[config.mk]
export PLATFORM = sky130hd
export DESIGN_NAME = time_base_generator
export DESIGN_NICKNAME = d
export VERILOG_FILES = /design/src/hdl/timebase_pkg.sv /design/src/hdl/time_base_generator.sv /design/src/hdl/time_base_counter.sv /design/src/hdl/watchdog_counter.sv
export VERILOG_INCLUDE_DIRS = /design/src /design/src/hdl
export SDC_FILE = /design/constraint.sdc
export NUM_CORES = 1
export LEC_CHECK = 0
export ABC_CLOCK_PERIOD_IN_PS = 5600
export BUFFER_PORTS_ARGS = -buffer_cell sky130_fd_sc_hd__buf_2
export CORE_ASPECT_RATIO = 0.8
export CORE_MARGIN = 2
export CORE_UTILIZATION = 49
export DETAILED_ROUTE_END_ITERATION = 8
export PLACE_DENSITY_LB_ADDON = 0.15
export SLEW_MARGIN = 25
export SYNTH_ARGS = -nofsm -noshare
export SYNTH_HDL_FRONTEND = slang
export SYNTH_SLANG_ARGS = --single-unit
[constraint.sdc]
create_clock -name clk_sys -period 5.6 [get_ports clk_sys]
set_clock_uncertainty 0.2 [all_clocks]
set_input_delay 1.12 -clock clk_sys [delete_from_list [all_inputs] [get_ports clk_sys]]
set_output_delay 1.12 -clock clk_sys [all_outputs]
set_load 0.01 [all_outputs]
[src/hdl/timebase_consts.svh]
// constants of the time base generator: offsets, keys, reset values
// assumes it is included by bare name from the top design file and the test bench
`ifndef TIMEBASE_CONSTS_SVH
`define TIMEBASE_CONSTS_SVH

// byte addresses on the register port
`define SVC_OFFSET   32'h0060_0200
`define CTRL_OFFSET  32'h0060_0204

// service keys and the control unlock key
`define KEY_START    8'h3C
`define KEY_ALT      8'hC3
`define KEY_UNLOCK   8'h5A

// control register reset value and writable bits (bits 7..5, 2 unused)
`define CTRL_RESET   8'h00
`define CTRL_WMASK   8'h1B

// tap index of the divide-by-32 tick, first of the watchdog choices
`define TAP_SEL_BASE 4

`endif

[src/hdl/timebase_pkg.sv]
// types shared by the time base generator files
// assumes nothing beyond a SystemVerilog compiler
package timebase_pkg;

  // one access on the register port
  typedef struct packed {
    logic [31:0] addr;   // byte address
    logic [31:0] wdata;  // write data, low byte used
    logic        wr;     // write strobe, one cycle
    logic        rd;     // read strobe, one cycle
  } reg_req_t;

  // timebase control register layout
  typedef struct packed {
    logic [2:0] spareHigh;            // unused, read zero
    logic       intervalEnable;       // interval counting allowed
    logic       intervalModeSelect;   // 0 watchdog, 1 interval timer
    logic       spareLow;             // unused, read zero
    logic [1:0] watchdogClockSelect;  // count tick choice
  } ctrl_t;

  // position in the watchdog service key sequence
  typedef enum logic [1:0] {
    SVC_STOPPED,
    SVC_WANT_ALT,
    SVC_WANT_START
  } svc_state_t;

endpackage

[src/hdl/time_base_generator.sv]
// time base generator: divided clock taps plus watchdog / interval timer
// assumes one 20 MHz core clock, synchronous reset, plain register port
`timescale 1ns/100ps
`include "timebase_consts.svh"
module time_base_generator
#(
  parameter int WD_W  = 12,
  parameter int TBC_W = 8
)
(
  input  wire logic                    clk_sys,
  input  wire logic                    rst,
  input  wire timebase_pkg::reg_req_t  regReq,
  output logic [31:0]                  regRdData,
  output logic [TBC_W-1:0]             dividedClockTaps,
  output logic                         watchdogResetRequest,
  output logic                         intervalInterruptRequest
);

  // ---- state ----
  timebase_pkg::ctrl_t      ctrlReg;     // timebase control register
  timebase_pkg::ctrl_t      ctrlNext;    // value a keyed write loads
  timebase_pkg::svc_state_t svcReg;      // service key sequence position
  logic                     unlockReg;   // last write was the unlock key
  logic                     runReg;      // watchdog counter started
  logic [31:0]              rdDataReg;   // read answer, one cycle

  // ---- decode ----
  logic             svcWr;      // write to the service register
  logic             ctrlWr;     // write to the control register
  logic             ctrlRd;     // read of the control register
  logic             ctrlUpd;    // keyed control update this cycle
  logic [7:0]       wByte;      // written byte
  logic             keyStart;   // written byte is the start key
  logic             keyAlt;     // written byte is the alternate key
  logic             svcClear;   // service write clears the counter
  logic             wdClear;    // any cause of a counter clear
  logic             countEn;    // watchdog count tick
  logic             modeAllows; // mode lets the counter advance
  logic [TBC_W-1:0] tapTick;    // per-tap period ticks
  logic [WD_W-1:0]  wdCount;    // watchdog count, never readable
  logic             wdOverflow; // counter wrapped this cycle

  // the mode bits, named for readability
  logic interval_mode_select;   // interval timer operation selected
  logic interval_enable;  // interval counting enabled

  // pick the tick of the selected watchdog count clock
  function automatic logic selTick(input logic [TBC_W-1:0] ticks,
                                   input logic [1:0]       sel);
    logic picked;
    picked = ticks[`TAP_SEL_BASE + int'(sel)];
    return picked;
  endfunction

  // address match on a strobe
  function automatic logic hit(input logic strobe,
                               input logic [31:0] addr,
                               input logic [31:0] offset);
    return strobe && (addr == offset);
  endfunction

  assign wByte    = regReq.wdata[7:0];
  assign svcWr    = hit(regReq.wr, regReq.addr, `SVC_OFFSET);
  assign ctrlWr   = hit(regReq.wr, regReq.addr, `CTRL_OFFSET);
  assign ctrlRd   = hit(regReq.rd, regReq.addr, `CTRL_OFFSET);
  assign keyStart = (wByte == `KEY_START);
  assign keyAlt   = (wByte == `KEY_ALT);
  assign interval_mode_select      = ctrlReg.intervalModeSelect;
  assign interval_enable     = ctrlReg.intervalEnable;

  // keyed update only right after the unlock write
  assign ctrlUpd  = ctrlWr && unlockReg;
  // unused bits are never stored, so they read back as zero
  assign ctrlNext = timebase_pkg::ctrl_t'(wByte & `CTRL_WMASK);

  // ---- time base counter and taps ----
  time_base_counter
  #(
    .TBC_W (TBC_W)
  )
  uTbc
  (
    .clk_sys          (clk_sys),
    .rst              (rst),
    .dividedClockTaps (dividedClockTaps),
    .tapTick          (tapTick)
  );

  // ---- unlock tracking ----
  // any write between the key and the value breaks the pair, and a
  // write that consumes the key never arms again by itself
  always_ff @(posedge clk_sys)
  begin
    if (rst)
      unlockReg <= 1'b0;
    else if (regReq.wr)
      unlockReg <= ctrlWr && !unlockReg && (wByte == `KEY_UNLOCK);
  end

  // ---- control register ----
  always_ff @(posedge clk_sys)
  begin
    if (rst)
      ctrlReg <= timebase_pkg::ctrl_t'(`CTRL_RESET);
    else if (ctrlUpd)
      ctrlReg <= ctrlNext;
  end

  // ---- service write decode ----
  // watchdog mode clears on the start write and at the end of an alternating pair; other
  // values and out of order keys fall through with no effect
  always_comb
  begin
    svcClear = 1'b0;
    if (svcWr)
    begin
      if (!interval_mode_select)
      begin
        // start write, or the start key that closes a pair
        svcClear = keyStart && (svcReg != timebase_pkg::SVC_WANT_ALT);
      end
      else if (interval_enable)
      begin
        svcClear = keyStart;
      end
    end
  end

  // a keyed control update also restarts the count
  assign wdClear = svcClear || ctrlUpd;

  // ---- run flag and key sequence ----
  always_ff @(posedge clk_sys)
  begin
    if (rst)
    begin
      runReg <= 1'b0;
      svcReg <= timebase_pkg::SVC_STOPPED;
    end
    else if (ctrlUpd)
    begin
      if (!ctrlNext.intervalModeSelect)
      begin
        // leaving interval mode restarts watchdog operation at zero
        if (interval_mode_select)
        begin
          runReg <= 1'b1;
          svcReg <= timebase_pkg::SVC_WANT_ALT;
        end
      end
      else if (!ctrlNext.intervalEnable || !(interval_mode_select && interval_enable))
      begin
        // interval stopped, or newly enabled and awaiting the start key
        runReg <= 1'b0;
        svcReg <= timebase_pkg::SVC_STOPPED;
      end
    end
    else if (svcWr)
    begin
      if (interval_mode_select)
      begin
        if (interval_enable && keyStart)
          runReg <= 1'b1;
      end
      else
      begin
        unique case (svcReg)
          timebase_pkg::SVC_STOPPED:
          begin
            if (keyStart)
            begin
              runReg <= 1'b1;
              svcReg <= timebase_pkg::SVC_WANT_ALT;
            end
          end
          timebase_pkg::SVC_WANT_ALT:
          begin
            if (keyAlt)
              svcReg <= timebase_pkg::SVC_WANT_START;
          end
          timebase_pkg::SVC_WANT_START:
          begin
            if (keyStart)
              svcReg <= timebase_pkg::SVC_WANT_ALT;
            else if (keyAlt)
              svcReg <= timebase_pkg::SVC_WANT_START;
          end
        endcase
      end
    end
  end

  // ---- count enable ----
  // no halt input on purpose: the count goes on while the core sleeps
  assign modeAllows = !interval_mode_select || interval_enable;
  // m-cycle tick times 4096 counts gives the overflow interval
  assign countEn = runReg && modeAllows &&
                   selTick(tapTick, ctrlReg.watchdogClockSelect);

  watchdog_counter
  #(
    .WD_W (WD_W)
  )
  uWdc
  (
    .clk_sys  (clk_sys),
    .rst      (rst),
    .clear    (wdClear),
    .countEn  (countEn),
    .count    (wdCount),
    .overflow (wdOverflow)
  );

  // ---- overflow outputs ----
  // one-cycle pulses; the reset controller outside stretches the reset
  always_ff @(posedge clk_sys)
  begin
    if (rst)
    begin
      watchdogResetRequest     <= 1'b0;
      intervalInterruptRequest <= 1'b0;
    end
    else
    begin
      watchdogResetRequest     <= wdOverflow && !interval_mode_select;
      intervalInterruptRequest <= wdOverflow && interval_mode_select;
    end
  end

  // ---- read port ----
  // only the control register answers; the service register and the
  // count read as zero, as does every unmapped address
  always_ff @(posedge clk_sys)
  begin
    if (rst)
      rdDataReg <= '0;
    else if (ctrlRd)
      rdDataReg <= {24'h00_0000, ctrlReg};
    else
      rdDataReg <= '0;
  end

  assign regRdData = rdDataReg;
endmodule

[src/hdl/time_base_counter.sv]
// free running time base counter with divided clock taps and ticks
// assumes one core clock and a synchronous active high reset
`timescale 1ns/100ps
module time_base_counter
#(
  parameter int TBC_W = 8
)
(
  input  wire logic             clk_sys,
  input  wire logic             rst,
  output logic [TBC_W-1:0] dividedClockTaps,
  output logic [TBC_W-1:0] tapTick
);

  logic [TBC_W-1:0] countReg;  // counts every core clock

  // the watchdog picks taps up to divide-by-256, so fewer bits cannot serve
  if (TBC_W < 8)
  begin : gBadWidth
    $error("time_base_counter needs at least eight bits");
  end

  // counter restarts from zero on reset
  always_ff @(posedge clk_sys)
  begin
    if (rst)
      countReg <= '0;
    else
      countReg <= countReg + 1'b1;
  end

  // taps copy the counter on the falling edge, so they move there
  // bit k divides the core clock by 2 to the power k+1
  always_ff @(negedge clk_sys)
  begin
    if (rst)
      dividedClockTaps <= '0;
    else
      dividedClockTaps <= countReg;
  end

  // one-cycle tick when a tap completes its period; used as an enable
  // instead of the tap itself so nothing else runs on a derived clock
  for (genvar k = 0; k < TBC_W; k++)
  begin : gTick
    assign tapTick[k] = &countReg[k:0];
  end

endmodule

[src/hdl/watchdog_counter.sv]
// watchdog count register with clear, enable and overflow detect
// assumes clear and enable come from the same core clock domain
`timescale 1ns/100ps
module watchdog_counter
#(
  parameter int WD_W = 12
)
(
  input  wire logic            clk_sys,
  input  wire logic            rst,
  input  wire logic            clear,
  input  wire logic            countEn,
  output logic [WD_W-1:0] count,
  output logic            overflow
);

  // a one bit counter would overflow on every second tick
  if (WD_W < 2)
  begin : gBadWidth
    $error("watchdog_counter needs at least two bits");
  end

  // clear wins over counting so a service write never loses to a tick
  always_ff @(posedge clk_sys)
  begin
    if (rst || clear)
      count <= '0;
    else if (countEn)
      count <= count + 1'b1;
  end

  // wrap from all ones is the overflow event
  assign overflow = countEn && !clear && (&count);

endmodule

* After elaboration in Yosys (flattened, before gate mapping)
Index checks and enable logic that the tools add are counted.
** Word-level totals
- Register bits :: 66
- Latch bits :: 0
- Bits in writable memories :: 0
- Memory bits (read-only) :: 0
- Input bits :: 68
- Memories :: 0
** Cells by class
- $add $sub $neg :: 3
- Multiply operators :: 0
- Divide/modulo/power cells :: 0
- Magnitude comparators :: 1
- Equal/unequal tests :: 13
- Shift-type cells :: 0
- Mux-type cells :: 25
- Bitwise operators :: 1
- Reduce and logical (&&, ||, !) cells :: 39
** Operator list (count)
- $eq 32x23->1 const B :: 2
- $mux 2 :: 9
- $logic_and 1x1->1 :: 15
- $mux 1 :: 14
- $add 12x1->12 const B :: 1
- $reduce_and 12->1 :: 1
- $reduce_and 6->1 :: 2
- $reduce_and 5->1 :: 2
- $add 8x1->8 const B :: 1
- $eq 8x6->1 const B :: 1
- $eq 8x7->1 const B :: 1
- $eq 8x8->1 const B :: 1
- $reduce_and 8->1 :: 1
- $reduce_and 7->1 :: 1
- $ne 3x3->1 const B :: 2
- $pmux 2 s3 :: 1
- $reduce_bool 3->1 :: 2
- $logic_not 1->1 :: 5
- $add 3x2->4 const A :: 1
- $logic_or 1x1->1 :: 4
- $lt 4x4->1 const B :: 1
- $ne 2x1->1 const B :: 2
- $reduce_and 4->1 :: 1
- $bmux 1 s3 :: 1
- other kinds (10) :: 10

* Depth between registers and ports, before layout
Gate-level depths: netlist (run 1).
- Depth after elaboration :: 9
- Gate-level depth with buffers :: 9

* By module
Synthesis (run 1) repeated with hierarchy kept, for this count alone.
** Unflattened totals
- Cells, all modules :: 249
- Area, all modules :: 2197.1 µm²
** Modules (own cells, without submodules)
- time_base_generator :: times used 1, cells each 128, area an instance 1042.2 µm²
- watchdog_counter :: times used 1, cells each 63, area an instance 578.1 µm²
- time_base_counter :: times used 1, cells each 58, area an instance 576.8 µm²

==> results.ini, run 1 <==
[outcome]
status = complete, no violations

[cts]
cts-root-to-sink-buffers = 2
cts_num_sinks = 42
postCtsSetupBuffers = 0
clk_pin_slew_worst_paths_ns = 0.09
cts_root_buffer = sky130_fd_sc_hd__clkbuf_8
tritoncts.num_buffers = 5
cts_htree_levels = 2
ctsResizeCount = 0
clock_tree_from_tritoncts = done
clock_latency_ns = 0.30
ctsHoldBuffers = 0

[logic_synthesis]
synth_seq_cells = 42
avg_synthesized_cell_area_um2 = 8.83
mappedNetlistArea_um2 = 2220
post_synthesis_sequential_area_ratio_pct = 37.8
postSynthCellCount = 252
yosys.cell_count.top_type = sky130_fd_sc_hd__dfxtp_1
synth_warnings = 0
top_cell_types_by_occurrence_after_synthesis = 42 x sky130_fd_sc_hd__dfxtp_1, 28 x sky130_fd_sc_hd__buf_4, 20 x sky130_fd_sc_hd__nor2_1
synthArstFlopShare_pct = 0
synth-main-ff-cell = sky130_fd_sc_hd__dfxtp_1
synth_top_cell_by_area = sky130_fd_sc_hd__dfxtp_1
top_area_cells_in_the_synthesized_netlist = sky130_fd_sc_hd__dfxtp_1 38%, sky130_fd_sc_hd__buf_4 9.4%, sky130_fd_sc_hd__nor4_1 4.2%
yosysUniqueCellTypes = 42
post-synth-top-area-fraction_pct = 37.8
synth_enable_flop_cells = 0

[setup_path]
timing.critical_path.to_type = output pin
critical_path_class = flop to output pin
worst_ep_arrival_time_ns = 3.57
max_stage_delay_ns = 0.30
critical_path.max_fanout = 1
worst-path-buf-inv = 1
kind_of_cell_adding_the_most_delay_to_the_critical_path = flip-flops
startpoint_type = flop
cp_cell_sequence = buf_2
required_ns = 4.28
crit_path_top_delay_cell = sky130_fd_sc_hd__dfxtp_1

[hold_path]
worstHoldPathType = flop to flop

[layout]
filler_cell_count = 402
utilization_pct = 60.0
drive_gt1_share_pct = 23.0
finish.cell_count_without_fillers = 375
areaGrowthSynthToFinish_pct = 15.5
nNetsFinal = 391
final_cell_area_um2 = 2570
antennaDiodeCount = 0

[sta]
setup_total_negative_slack_ns = 0
timing_worst_slew_pin_value_ns = 0.942
grt_setup_unrepaired = false
max-slew-margin-rel_pct = 36.7
final-max-slew-violation-count = 0
report.final.setup_viol = 0
hold_viol_final = 0

[routing]
drc_errors = 0
route.final.wire_length_um = 4750
routed-via-count = 1945
detailedRoute.firstIterationViolations = 66
routed_via_density = 5.19
route.detailed.wl_per_inst_um = 12.7
detail_route.first_pass.iterations = 4
antenna_left = 0

[placement]
post_dp_cell_area_um2 = 2450
detailed_place_hpwl_um = 3600
placement.io_buffers = 57
gp_routability_congestion = 0.933
place_inst = 360

[power_and_ir_drop]
total_leakage_power_uw = 0.00107
pwr-share-seq_pct = 52.3
internal-power_uw = 426
power.clock.fraction_pct = 37.2
total_switching_power_uw = 163
p_per_area_nw_per_um2 = 229
power_switching_share_pct = 27.8
ir_drop_mv = 0.147
power_frac_comb_pct = 10.5

[die]
chipHeight_um = 64.3
die_w_um = 79.3
floorplan.rows = 21
io-pin-count = 110
starting_density_pct = 51.9
dieArea_um2 = 5100
core-area_um2 = 4280

[global_route]
wire_length_of_the_first_global_routing_pass_um = 8150
grt_pass1_vias = 1784
antenna_found_initial = 0
grt_start_max_net_pins = 22
gr-usage-all-layers_pct = 20.2
gr-total-overflow = 0

[run]
cap_violations = 0

==> cells by family (layout without fill, tap and decap cells) <==
group / after synthesis / after routing / synth area share (%)
other: 1 / 28 / 0.169
AND/OR/NAND/NOR: 114 / 114 / 29.7
XOR/XNOR: 11 / 11 / 4.33
buffers and inverters: 43 / 82 / 12.1
flip-flops: 42 / 42 / 37.8
adder cells (fa/ha/maj): 6 / 6 / 3.37
multiplexers: 5 / 5 / 2.25
AO/OA/AOI/OAI: 30 / 30 / 10.3
==> final cells by class <==
class	count	area, µm²	share of cell area [%]
multi-input cells	194	1220	47.3
repair buffers	58	293	11.4
well taps	57	71.3	2.78
inverters	8	30.0	1.17
clock buffers	5	68.8	2.68
clock inverters	11	50.0	1.95
flip-flops and latches	42	841	32.7
==> layer usage <==
metal | part of all wire [%] | GRT usage (%) | vias to the layer above
met5 | 0 | 0 | -
met4 | 0.80 | 7.76 | 0
met3 | 5.7 | 4.52 | 6
met2 | 45 | 31.3 | 73
met1 | 49 | 27.4 | 890
li1 | - | - | 976
==> power groups by stage <==
| stage | Sequential (µW) | Clock, µW | Combinational, µW |
|---|---|---|---|
| floorplan | 314 | 9.92 | 51.0 |
| global placement | 314 | 9.92 | 60.2 |
| detailed placement | 314 | 9.92 | 60.6 |
| CTS | 308 | 227 | 61.4 |
| global route | 308 | 246 | 68.9 |
| finish | 308 | 219 | 61.8 |
==> cell usage in the layout, fill, tap and decap left out, drive strengths merged, types with 4 or more instances in the layout <==
master / instances
nor4: 16
nor2: 20
buf: 58
or3: 4
dfxtp: 42
nor4b: 5
mux2i: 5
nand2b: 4
conb: 28
nand4: 6
and3: 5
o21ai: 8
a21oi: 10
nor3: 5
nand3: 9
inv: 18
clkbuf: 5
xnor2: 8
and4: 4
nand2: 14
nor2b: 12
ha: 6
and2: 6
==> stage by stage <==
step | hold WS (ns) | power, µW | setup WS [ns]
floorplan | 0.222 | 375 | 1.04
global placement | 0.242 | 384 | 1.07
detailed placement | 0.253 | 385 | 1.06
CTS | 0.287 | 596 | 0.693
global route | 0.303 | 623 | 0.639
finish | 0.284 | 589 | 0.706
==> registers in the layout, indices dropped and copies added, names as in the netlist <==
register / count
svcReg: 2
runReg: 1
intervalInterruptRequest: 1
interval_enable: 1
unlockReg: 1
uWdc.count: 12
uTbc.dividedClockTaps: 8
regRdData: 4
uTbc.countReg: 8
ctrlReg: 2
watchdogResetRequest: 1
interval_mode_select: 1
==> final timing paths <==
check                           start                  endpoint  slack [ns]  cells past startpoint
max          uTbc.dividedClockTaps[4]       dividedClockTaps[4]        0.71                      1
min                  uTbc.countReg[0]          uTbc.countReg[0]        0.28                      1
max reg2reg          uTbc.countReg[6]  uTbc.dividedClockTaps[6]        2.00                      1
min reg2reg          uTbc.countReg[0]          uTbc.countReg[0]        0.28                      1
Note: power is estimated with default switching activity, not from simulation.
==> run 2, diff against run 1 <==
ABC_CLOCK_PERIOD_IN_PS = 5400   (was 5600)
CORE_ASPECT_RATIO = not set   (was 0.8)
CORE_UTILIZATION = 46   (was 49)
CTS_CLUSTER_DIAMETER = 200   (was not set)
clock period = 5.4 ns   (was 5.6 ns; I/O delays follow)
==> results.ini, run 2 (synthesis results as in run 1) <==
[layout]
mostFrequentLayoutCells = 57 x sky130_fd_sc_hd__buf_2, 42 x sky130_fd_sc_hd__dfxtp_1, 28 x sky130_fd_sc_hd__conb_1, 20 x sky130_fd_sc_hd__nor2_1, 16 x sky130_fd_sc_hd__inv_1  ; unchanged
areaGrowthSynthToFinish_pct = 15.4  ; was 15.5%
filler_cell_count = 486  ; was 402
largest_register_ffs = 12  ; unchanged
layout.area.seq_um2 = 841  ; unchanged
final_common_cell = sky130_fd_sc_hd__buf_2  ; unchanged
drive_gt1_share_pct = 22.7  ; was 23.0%
most_flop_heavy_register = uWdc.count  ; unchanged
nNetsFinal = 390  ; was 391
antennaDiodeCount = 0  ; unchanged
finish.cell_count_without_fillers = 371  ; was 375
reg.largest.list = uWdc.count: 12 flops, uTbc.countReg: 8 flops, uTbc.dividedClockTaps: 8 flops  ; unchanged
multi_input_comb_area_um2 = 1220  ; unchanged

[setup_path]
critical_path_class = flop to output pin  ; unchanged
timing.reg2reg.worst_path_depth = 1  ; unchanged
reg2reg_to = uTbc.dividedClockTaps[6]  ; unchanged
max_stage_delay_ns = 0.32  ; was 0.30 ns
kind_of_cell_adding_the_most_delay_to_the_critical_path = flip-flops  ; unchanged
timing.critical_path.to_type = output pin  ; unchanged
worst-path-buf-inv = 1  ; unchanged
cp_cell_sequence = buf_2  ; unchanged
critical_path_depth = 1  ; unchanged
worst-r2r-setup-slack_ns = 1.89  ; was 2.00 ns
critical_path.max_fanout = 1  ; unchanged
startpoint_type = flop  ; unchanged
required_ns = 4.12  ; was 4.28 ns
critical_path.endpoint = dividedClockTaps[5]  ; was dividedClockTaps[4]
worst_ep_arrival_time_ns = 3.51  ; was 3.57 ns
timing.rr.start = uTbc.countReg[6]  ; unchanged
timing.critical_path.from = uTbc.dividedClockTaps[5]  ; was uTbc.dividedClockTaps[4]
crit_path_top_delay_cell = sky130_fd_sc_hd__dfxtp_1  ; unchanged

[global_route]
antenna_found_initial = 0  ; unchanged
gr-total-overflow = 0  ; unchanged
grt_start_max_net_pins = 31  ; was 22
gr-usage-all-layers_pct = 16.2  ; was 20.2%
grt_pass1_vias = 1597  ; was 1,784
wire_length_of_the_first_global_routing_pass_um = 6800  ; was 8150 µm

[outcome]
status = complete, no violations  ; unchanged

[hold_path]
worstHoldPathType = flop to flop  ; unchanged
worst_hold_startpoint = uTbc.countReg[0]  ; unchanged

[cts]
cts_root_buffer = sky130_fd_sc_hd__clkbuf_8  ; unchanged
ctsHoldBuffers = 0  ; unchanged
postCtsSetupBuffers = 0  ; unchanged
tritoncts.num_buffers = 5  ; unchanged
cts-root-to-sink-buffers = 2  ; unchanged
clock_tree_from_tritoncts = done  ; unchanged
cts_num_sinks = 42  ; unchanged
clock_latency_ns = 0.31  ; was 0.30 ns
ctsResizeCount = 0  ; unchanged
cts_htree_levels = 2  ; unchanged
clk_pin_slew_worst_paths_ns = 0.09  ; about the same

[placement]
gp_routability_congestion = 0.802  ; was 0.933
detailed_place_hpwl_um = 3290  ; was 3600 µm
placement.io_buffers = 57  ; unchanged
place_inst = 356  ; was 360

[die]
die_w_um = 73.5  ; was 79.3 µm
io-pin-count = 110  ; unchanged
starting_density_pct = 47.4  ; was 51.9%
dieArea_um2 = 5410  ; was 5100 µm²
core-area_um2 = 4690  ; was 4280 µm²
chipHeight_um = 73.5  ; was 64.3 µm
floorplan.rows = 25  ; was 21

[routing]
routed_via_density = 5.00  ; was 5.19
route.final.wire_length_um = 4190  ; was 4750 µm
detail_route.first_pass.iterations = 4  ; unchanged
drc_errors = 0  ; unchanged
antenna_left = 0  ; unchanged
detailedRoute.firstIterationViolations = 55  ; was 66
routed-via-count = 1856  ; was 1,945
route.detailed.wl_per_inst_um = 11.3  ; was 12.7 µm

[power_and_ir_drop]
p_per_area_nw_per_um2 = 243  ; was 229 nW/µm²
total_leakage_power_uw = 0.00107  ; about the same
fin_total_pwr_uw = 625  ; was 589 µW
ir_drop_mv = 0.226  ; was 0.147 mV

[sta]
max-slew-margin-rel_pct = 40.1  ; was 36.7%
grt_setup_unrepaired = false  ; unchanged
final-max-slew-violation-count = 0  ; unchanged
fin_hold_ws_ns = 0.271  ; was 0.284 ns
timing_worst_slew_pin_value_ns = 0.891  ; was 0.942 ns
setup_total_negative_slack_ns = 0  ; unchanged
hold_viol_final = 0  ; unchanged
report.final.setup_viol = 0  ; unchanged

[run]
cap_violations = 0  ; unchanged

-- run 2: layout make-up --
class	instances	share of cell area [%]
Inverter	8	1.17
Clock buffer	5	2.68
Sequential cell	42	32.7
Clock inverter	11	2.29
Tap cell	54	2.63
Multi-Input combinational cell	194	47.4
Timing Repair Buffer	57	11.1
-- run 2: how the worst min path moves through the flow --
stage,to,cells after the start
5_1_grt,uTbc.countReg[0],1
3_5_place_dp,uTbc.countReg[0],1
6_report,uTbc.countReg[0],1
2_1_floorplan,uTbc.countReg[0],1
3_3_place_gp,uTbc.countReg[0],1
4_1_cts,uTbc.countReg[0],1
-- run 2: report_power, final --
group          internal (µW)  leakage (µW)  switching (µW)
registers                315      0.000339            3.80
clock network            105     0.0000937             138
logic                   26.5      0.000641            35.7
-- run 2: layer usage --
layer	share of wire, %	vias to the layer above	track usage, %
met3	5.7	6	3.84
met2	48	49	27.3
met4	1.6	0	6.67
li1	-	970	-
met1	45	831	19.8
met5	0	-	0
-- run 2: metrics by stage --
| stage | utilization (%) | cell area [µm²] | setup slack [ns] |
|---|---|---|---|
| final | 54.7 | 2570 | 0.615 |
| after global routing | 54.7 | 2570 | 0.572 |
| after CTS | 54.7 | 2570 | 0.594 |
| after detailed placement | 52.1 | 2440 | 0.722 |
| after global placement | 52.1 | 2440 | 0.769 |
| after floorplan | - | 2330 | 0.983 |
==> run 3, diff against run 2 <==
CORE_UTILIZATION = 30   (was 46)
MAX_ROUTING_LAYER = met4   (was not set)
SETUP_SLACK_MARGIN = 0.5   (was not set)
==> results.ini, run 3 (synthesis results as in run 1) <==
[global_route]
gr-total-overflow = 0  ; unchanged
grt_pass1_vias = 1744  ; was 1,597
wire_length_of_the_first_global_routing_pass_um = 7820  ; was 6800 µm
gr-usage-all-layers_pct = 11.9  ; was 16.2%
grt_start_max_net_pins = 31  ; unchanged
antenna_found_initial = 0  ; unchanged

[layout]
filler_cell_count = 775  ; was 486
multi_input_comb_area_um2 = 1220  ; about the same
final_common_cell = sky130_fd_sc_hd__buf_2  ; unchanged
largest_register_ffs = 12  ; unchanged
areaGrowthSynthToFinish_pct = 18.3  ; was 15.4%
mostFrequentLayoutCells = 57 x sky130_fd_sc_hd__buf_2, 42 x sky130_fd_sc_hd__dfxtp_1, 28 x sky130_fd_sc_hd__conb_1, 20 x sky130_fd_sc_hd__nor2_1, 16 x sky130_fd_sc_hd__inv_1  ; unchanged
finish.cell_count_without_fillers = 416  ; was 371
reg.largest.list = uWdc.count: 12 flops, uTbc.countReg: 8 flops, uTbc.dividedClockTaps: 8 flops  ; unchanged
layout.area.seq_um2 = 841  ; unchanged
drive_gt1_share_pct = 22.7  ; unchanged
antennaDiodeCount = 0  ; unchanged
most_flop_heavy_register = uWdc.count  ; unchanged
nNetsFinal = 390  ; unchanged

[setup_path]
startpoint_type = flop  ; unchanged
worst_ep_arrival_time_ns = 3.47  ; was 3.51 ns
critical_path_depth = 1  ; unchanged
worst-path-buf-inv = 1  ; unchanged
timing.reg2reg.worst_path_depth = 1  ; unchanged
cp_cell_sequence = buf_2  ; unchanged
timing.critical_path.to_type = output pin  ; unchanged
kind_of_cell_adding_the_most_delay_to_the_critical_path = flip-flops  ; unchanged
critical_path_class = flop to output pin  ; unchanged
max_stage_delay_ns = 0.30  ; was 0.32 ns
crit_path_top_delay_cell = sky130_fd_sc_hd__dfxtp_1  ; unchanged
critical_path.max_fanout = 1  ; unchanged
required_ns = 4.12  ; about the same

[sta]
timing_worst_slew_pin_value_ns = 0.648  ; was 0.891 ns
final-max-slew-violation-count = 0  ; unchanged
grt_setup_unrepaired = false  ; unchanged
hold_viol_final = 0  ; unchanged
setup_total_negative_slack_ns = 0  ; unchanged
max-slew-margin-rel_pct = 56.5  ; was 40.1%
report.final.setup_viol = 0  ; unchanged

[power_and_ir_drop]
power_switching_share_pct = 28.5  ; about the same
ir_drop_mv = 0.0817  ; was 0.226 mV
internal-power_uw = 447  ; about the same
total_switching_power_uw = 178  ; about the same
pwr-share-seq_pct = 51.0  ; about the same
total_leakage_power_uw = 0.00108  ; was 0.00107 µW
power_frac_comb_pct = 10.2  ; was 10.0%
p_per_area_nw_per_um2 = 237  ; was 243 nW/µm²
power.clock.fraction_pct = 38.7  ; was 39.0%

[routing]
detail_route.first_pass.iterations = 4  ; unchanged
drc_errors = 0  ; unchanged
detailroute.wirelength.met3_um = 283  ; was 239 µm
metal_1_wl_um = 2160  ; was 1890 µm
detailedRoute.firstIterationViolations = 79  ; was 55
antenna_left = 0  ; unchanged
route.detailed.wl_per_inst_um = 11.0  ; was 11.3 µm
detailroute.wirelength.met2_um = 2070  ; was 2000 µm
routed_via_density = 4.54  ; was 5.00
routed-via-count = 1887  ; was 1,856
topRoutingLayerUsed = met4  ; unchanged
route.final.wire_length_um = 4570  ; was 4190 µm

[cts]
postCtsSetupBuffers = 0  ; unchanged
ctsHoldBuffers = 0  ; unchanged
clock_latency_ns = 0.30  ; was 0.31 ns
tritoncts.num_buffers = 5  ; unchanged
ctsResizeCount = 0  ; unchanged
clock_tree_from_tritoncts = done  ; unchanged
cts_htree_levels = 2  ; unchanged
clk_pin_slew_worst_paths_ns = 0.09  ; about the same
cts-root-to-sink-buffers = 2  ; unchanged
cts_num_sinks = 42  ; unchanged
cts_root_buffer = sky130_fd_sc_hd__clkbuf_8  ; unchanged

[outcome]
status = complete, no violations  ; unchanged

[die]
chipHeight_um = 90.1  ; was 73.5 µm
starting_density_pct = 30.8  ; was 47.4%
dieArea_um2 = 8120  ; was 5410 µm²
io-pin-count = 110  ; unchanged
die_w_um = 90.1  ; was 73.5 µm
core-area_um2 = 7210  ; was 4690 µm²
floorplan.rows = 31  ; was 25

[run]
cap_violations = 0  ; unchanged

[placement]
detailed_place_hpwl_um = 3490  ; was 3290 µm
gp_routability_congestion = 0.746  ; was 0.802
place_inst = 401  ; was 356
placement.io_buffers = 57  ; unchanged

[hold_path]
min_path_cells = 1  ; unchanged
worstHoldPathType = flop to flop  ; unchanged

## run 3: cell count changes in the layout (fill, tap and decap cells not counted)
cell / change
sky130_fd_sc_hd__nor4_4: +1
sky130_fd_sc_hd__nor4_2: -1
## run 3: path summary, 6_finish.rpt
check	slack, ns	end	start
worst max-delay path	0.65	dividedClockTaps[6]	uTbc.dividedClockTaps[6]
worst min-delay path	0.27	uTbc.countReg[0]	uTbc.countReg[0]
worst max register to register	1.91	uTbc.dividedClockTaps[6]	uTbc.countReg[6]
worst min register to register	0.27	uTbc.countReg[0]	uTbc.countReg[0]
## run 3: layout make-up
class | instances | share of cell area, %
Inverter | 8 | 1.14
Multi-Input combinational cell | 194 | 46.5
Clock buffer | 5 | 2.61
Clock inverter | 11 | 2.23
Timing Repair Buffer | 57 | 10.8
Tap cell | 99 | 4.71
Sequential cell | 42 | 31.9
## run 3: routing by layer
layer  up-vias  global-route usage (%)
met5         -                       -
met4         0                    4.23
met3         4                    2.77
met2        62                    19.0
met1       847                    14.7
li1        974                       -
## run 3: power groups by stage
stage | clock [µW] | combinational (µW) | sequential (µW)
floorplan | 10.3 | 52.9 | 326
global placement | 10.3 | 62.9 | 326
detailed placement | 10.3 | 62.9 | 326
CTS | 255 | 63.3 | 319
global route | 271 | 72.4 | 320
finish | 242 | 63.9 | 319
## run 3: metrics by stage
stage / power [µW] / setup WS (ns) / util (%) / area [µm²] / hold WS, ns
after floorplan: 389 / 0.983 / - / 2330 / 0.222
after CTS: 637 / 0.633 / 36.4 / 2620 / 0.271
after detailed placement: 399 / 0.737 / 34.7 / 2500 / 0.248
final: 625 / 0.647 / 36.5 / 2630 / 0.272
after global routing: 663 / 0.583 / 36.5 / 2630 / 0.309
after global placement: 399 / 0.738 / 34.7 / 2500 / 0.247
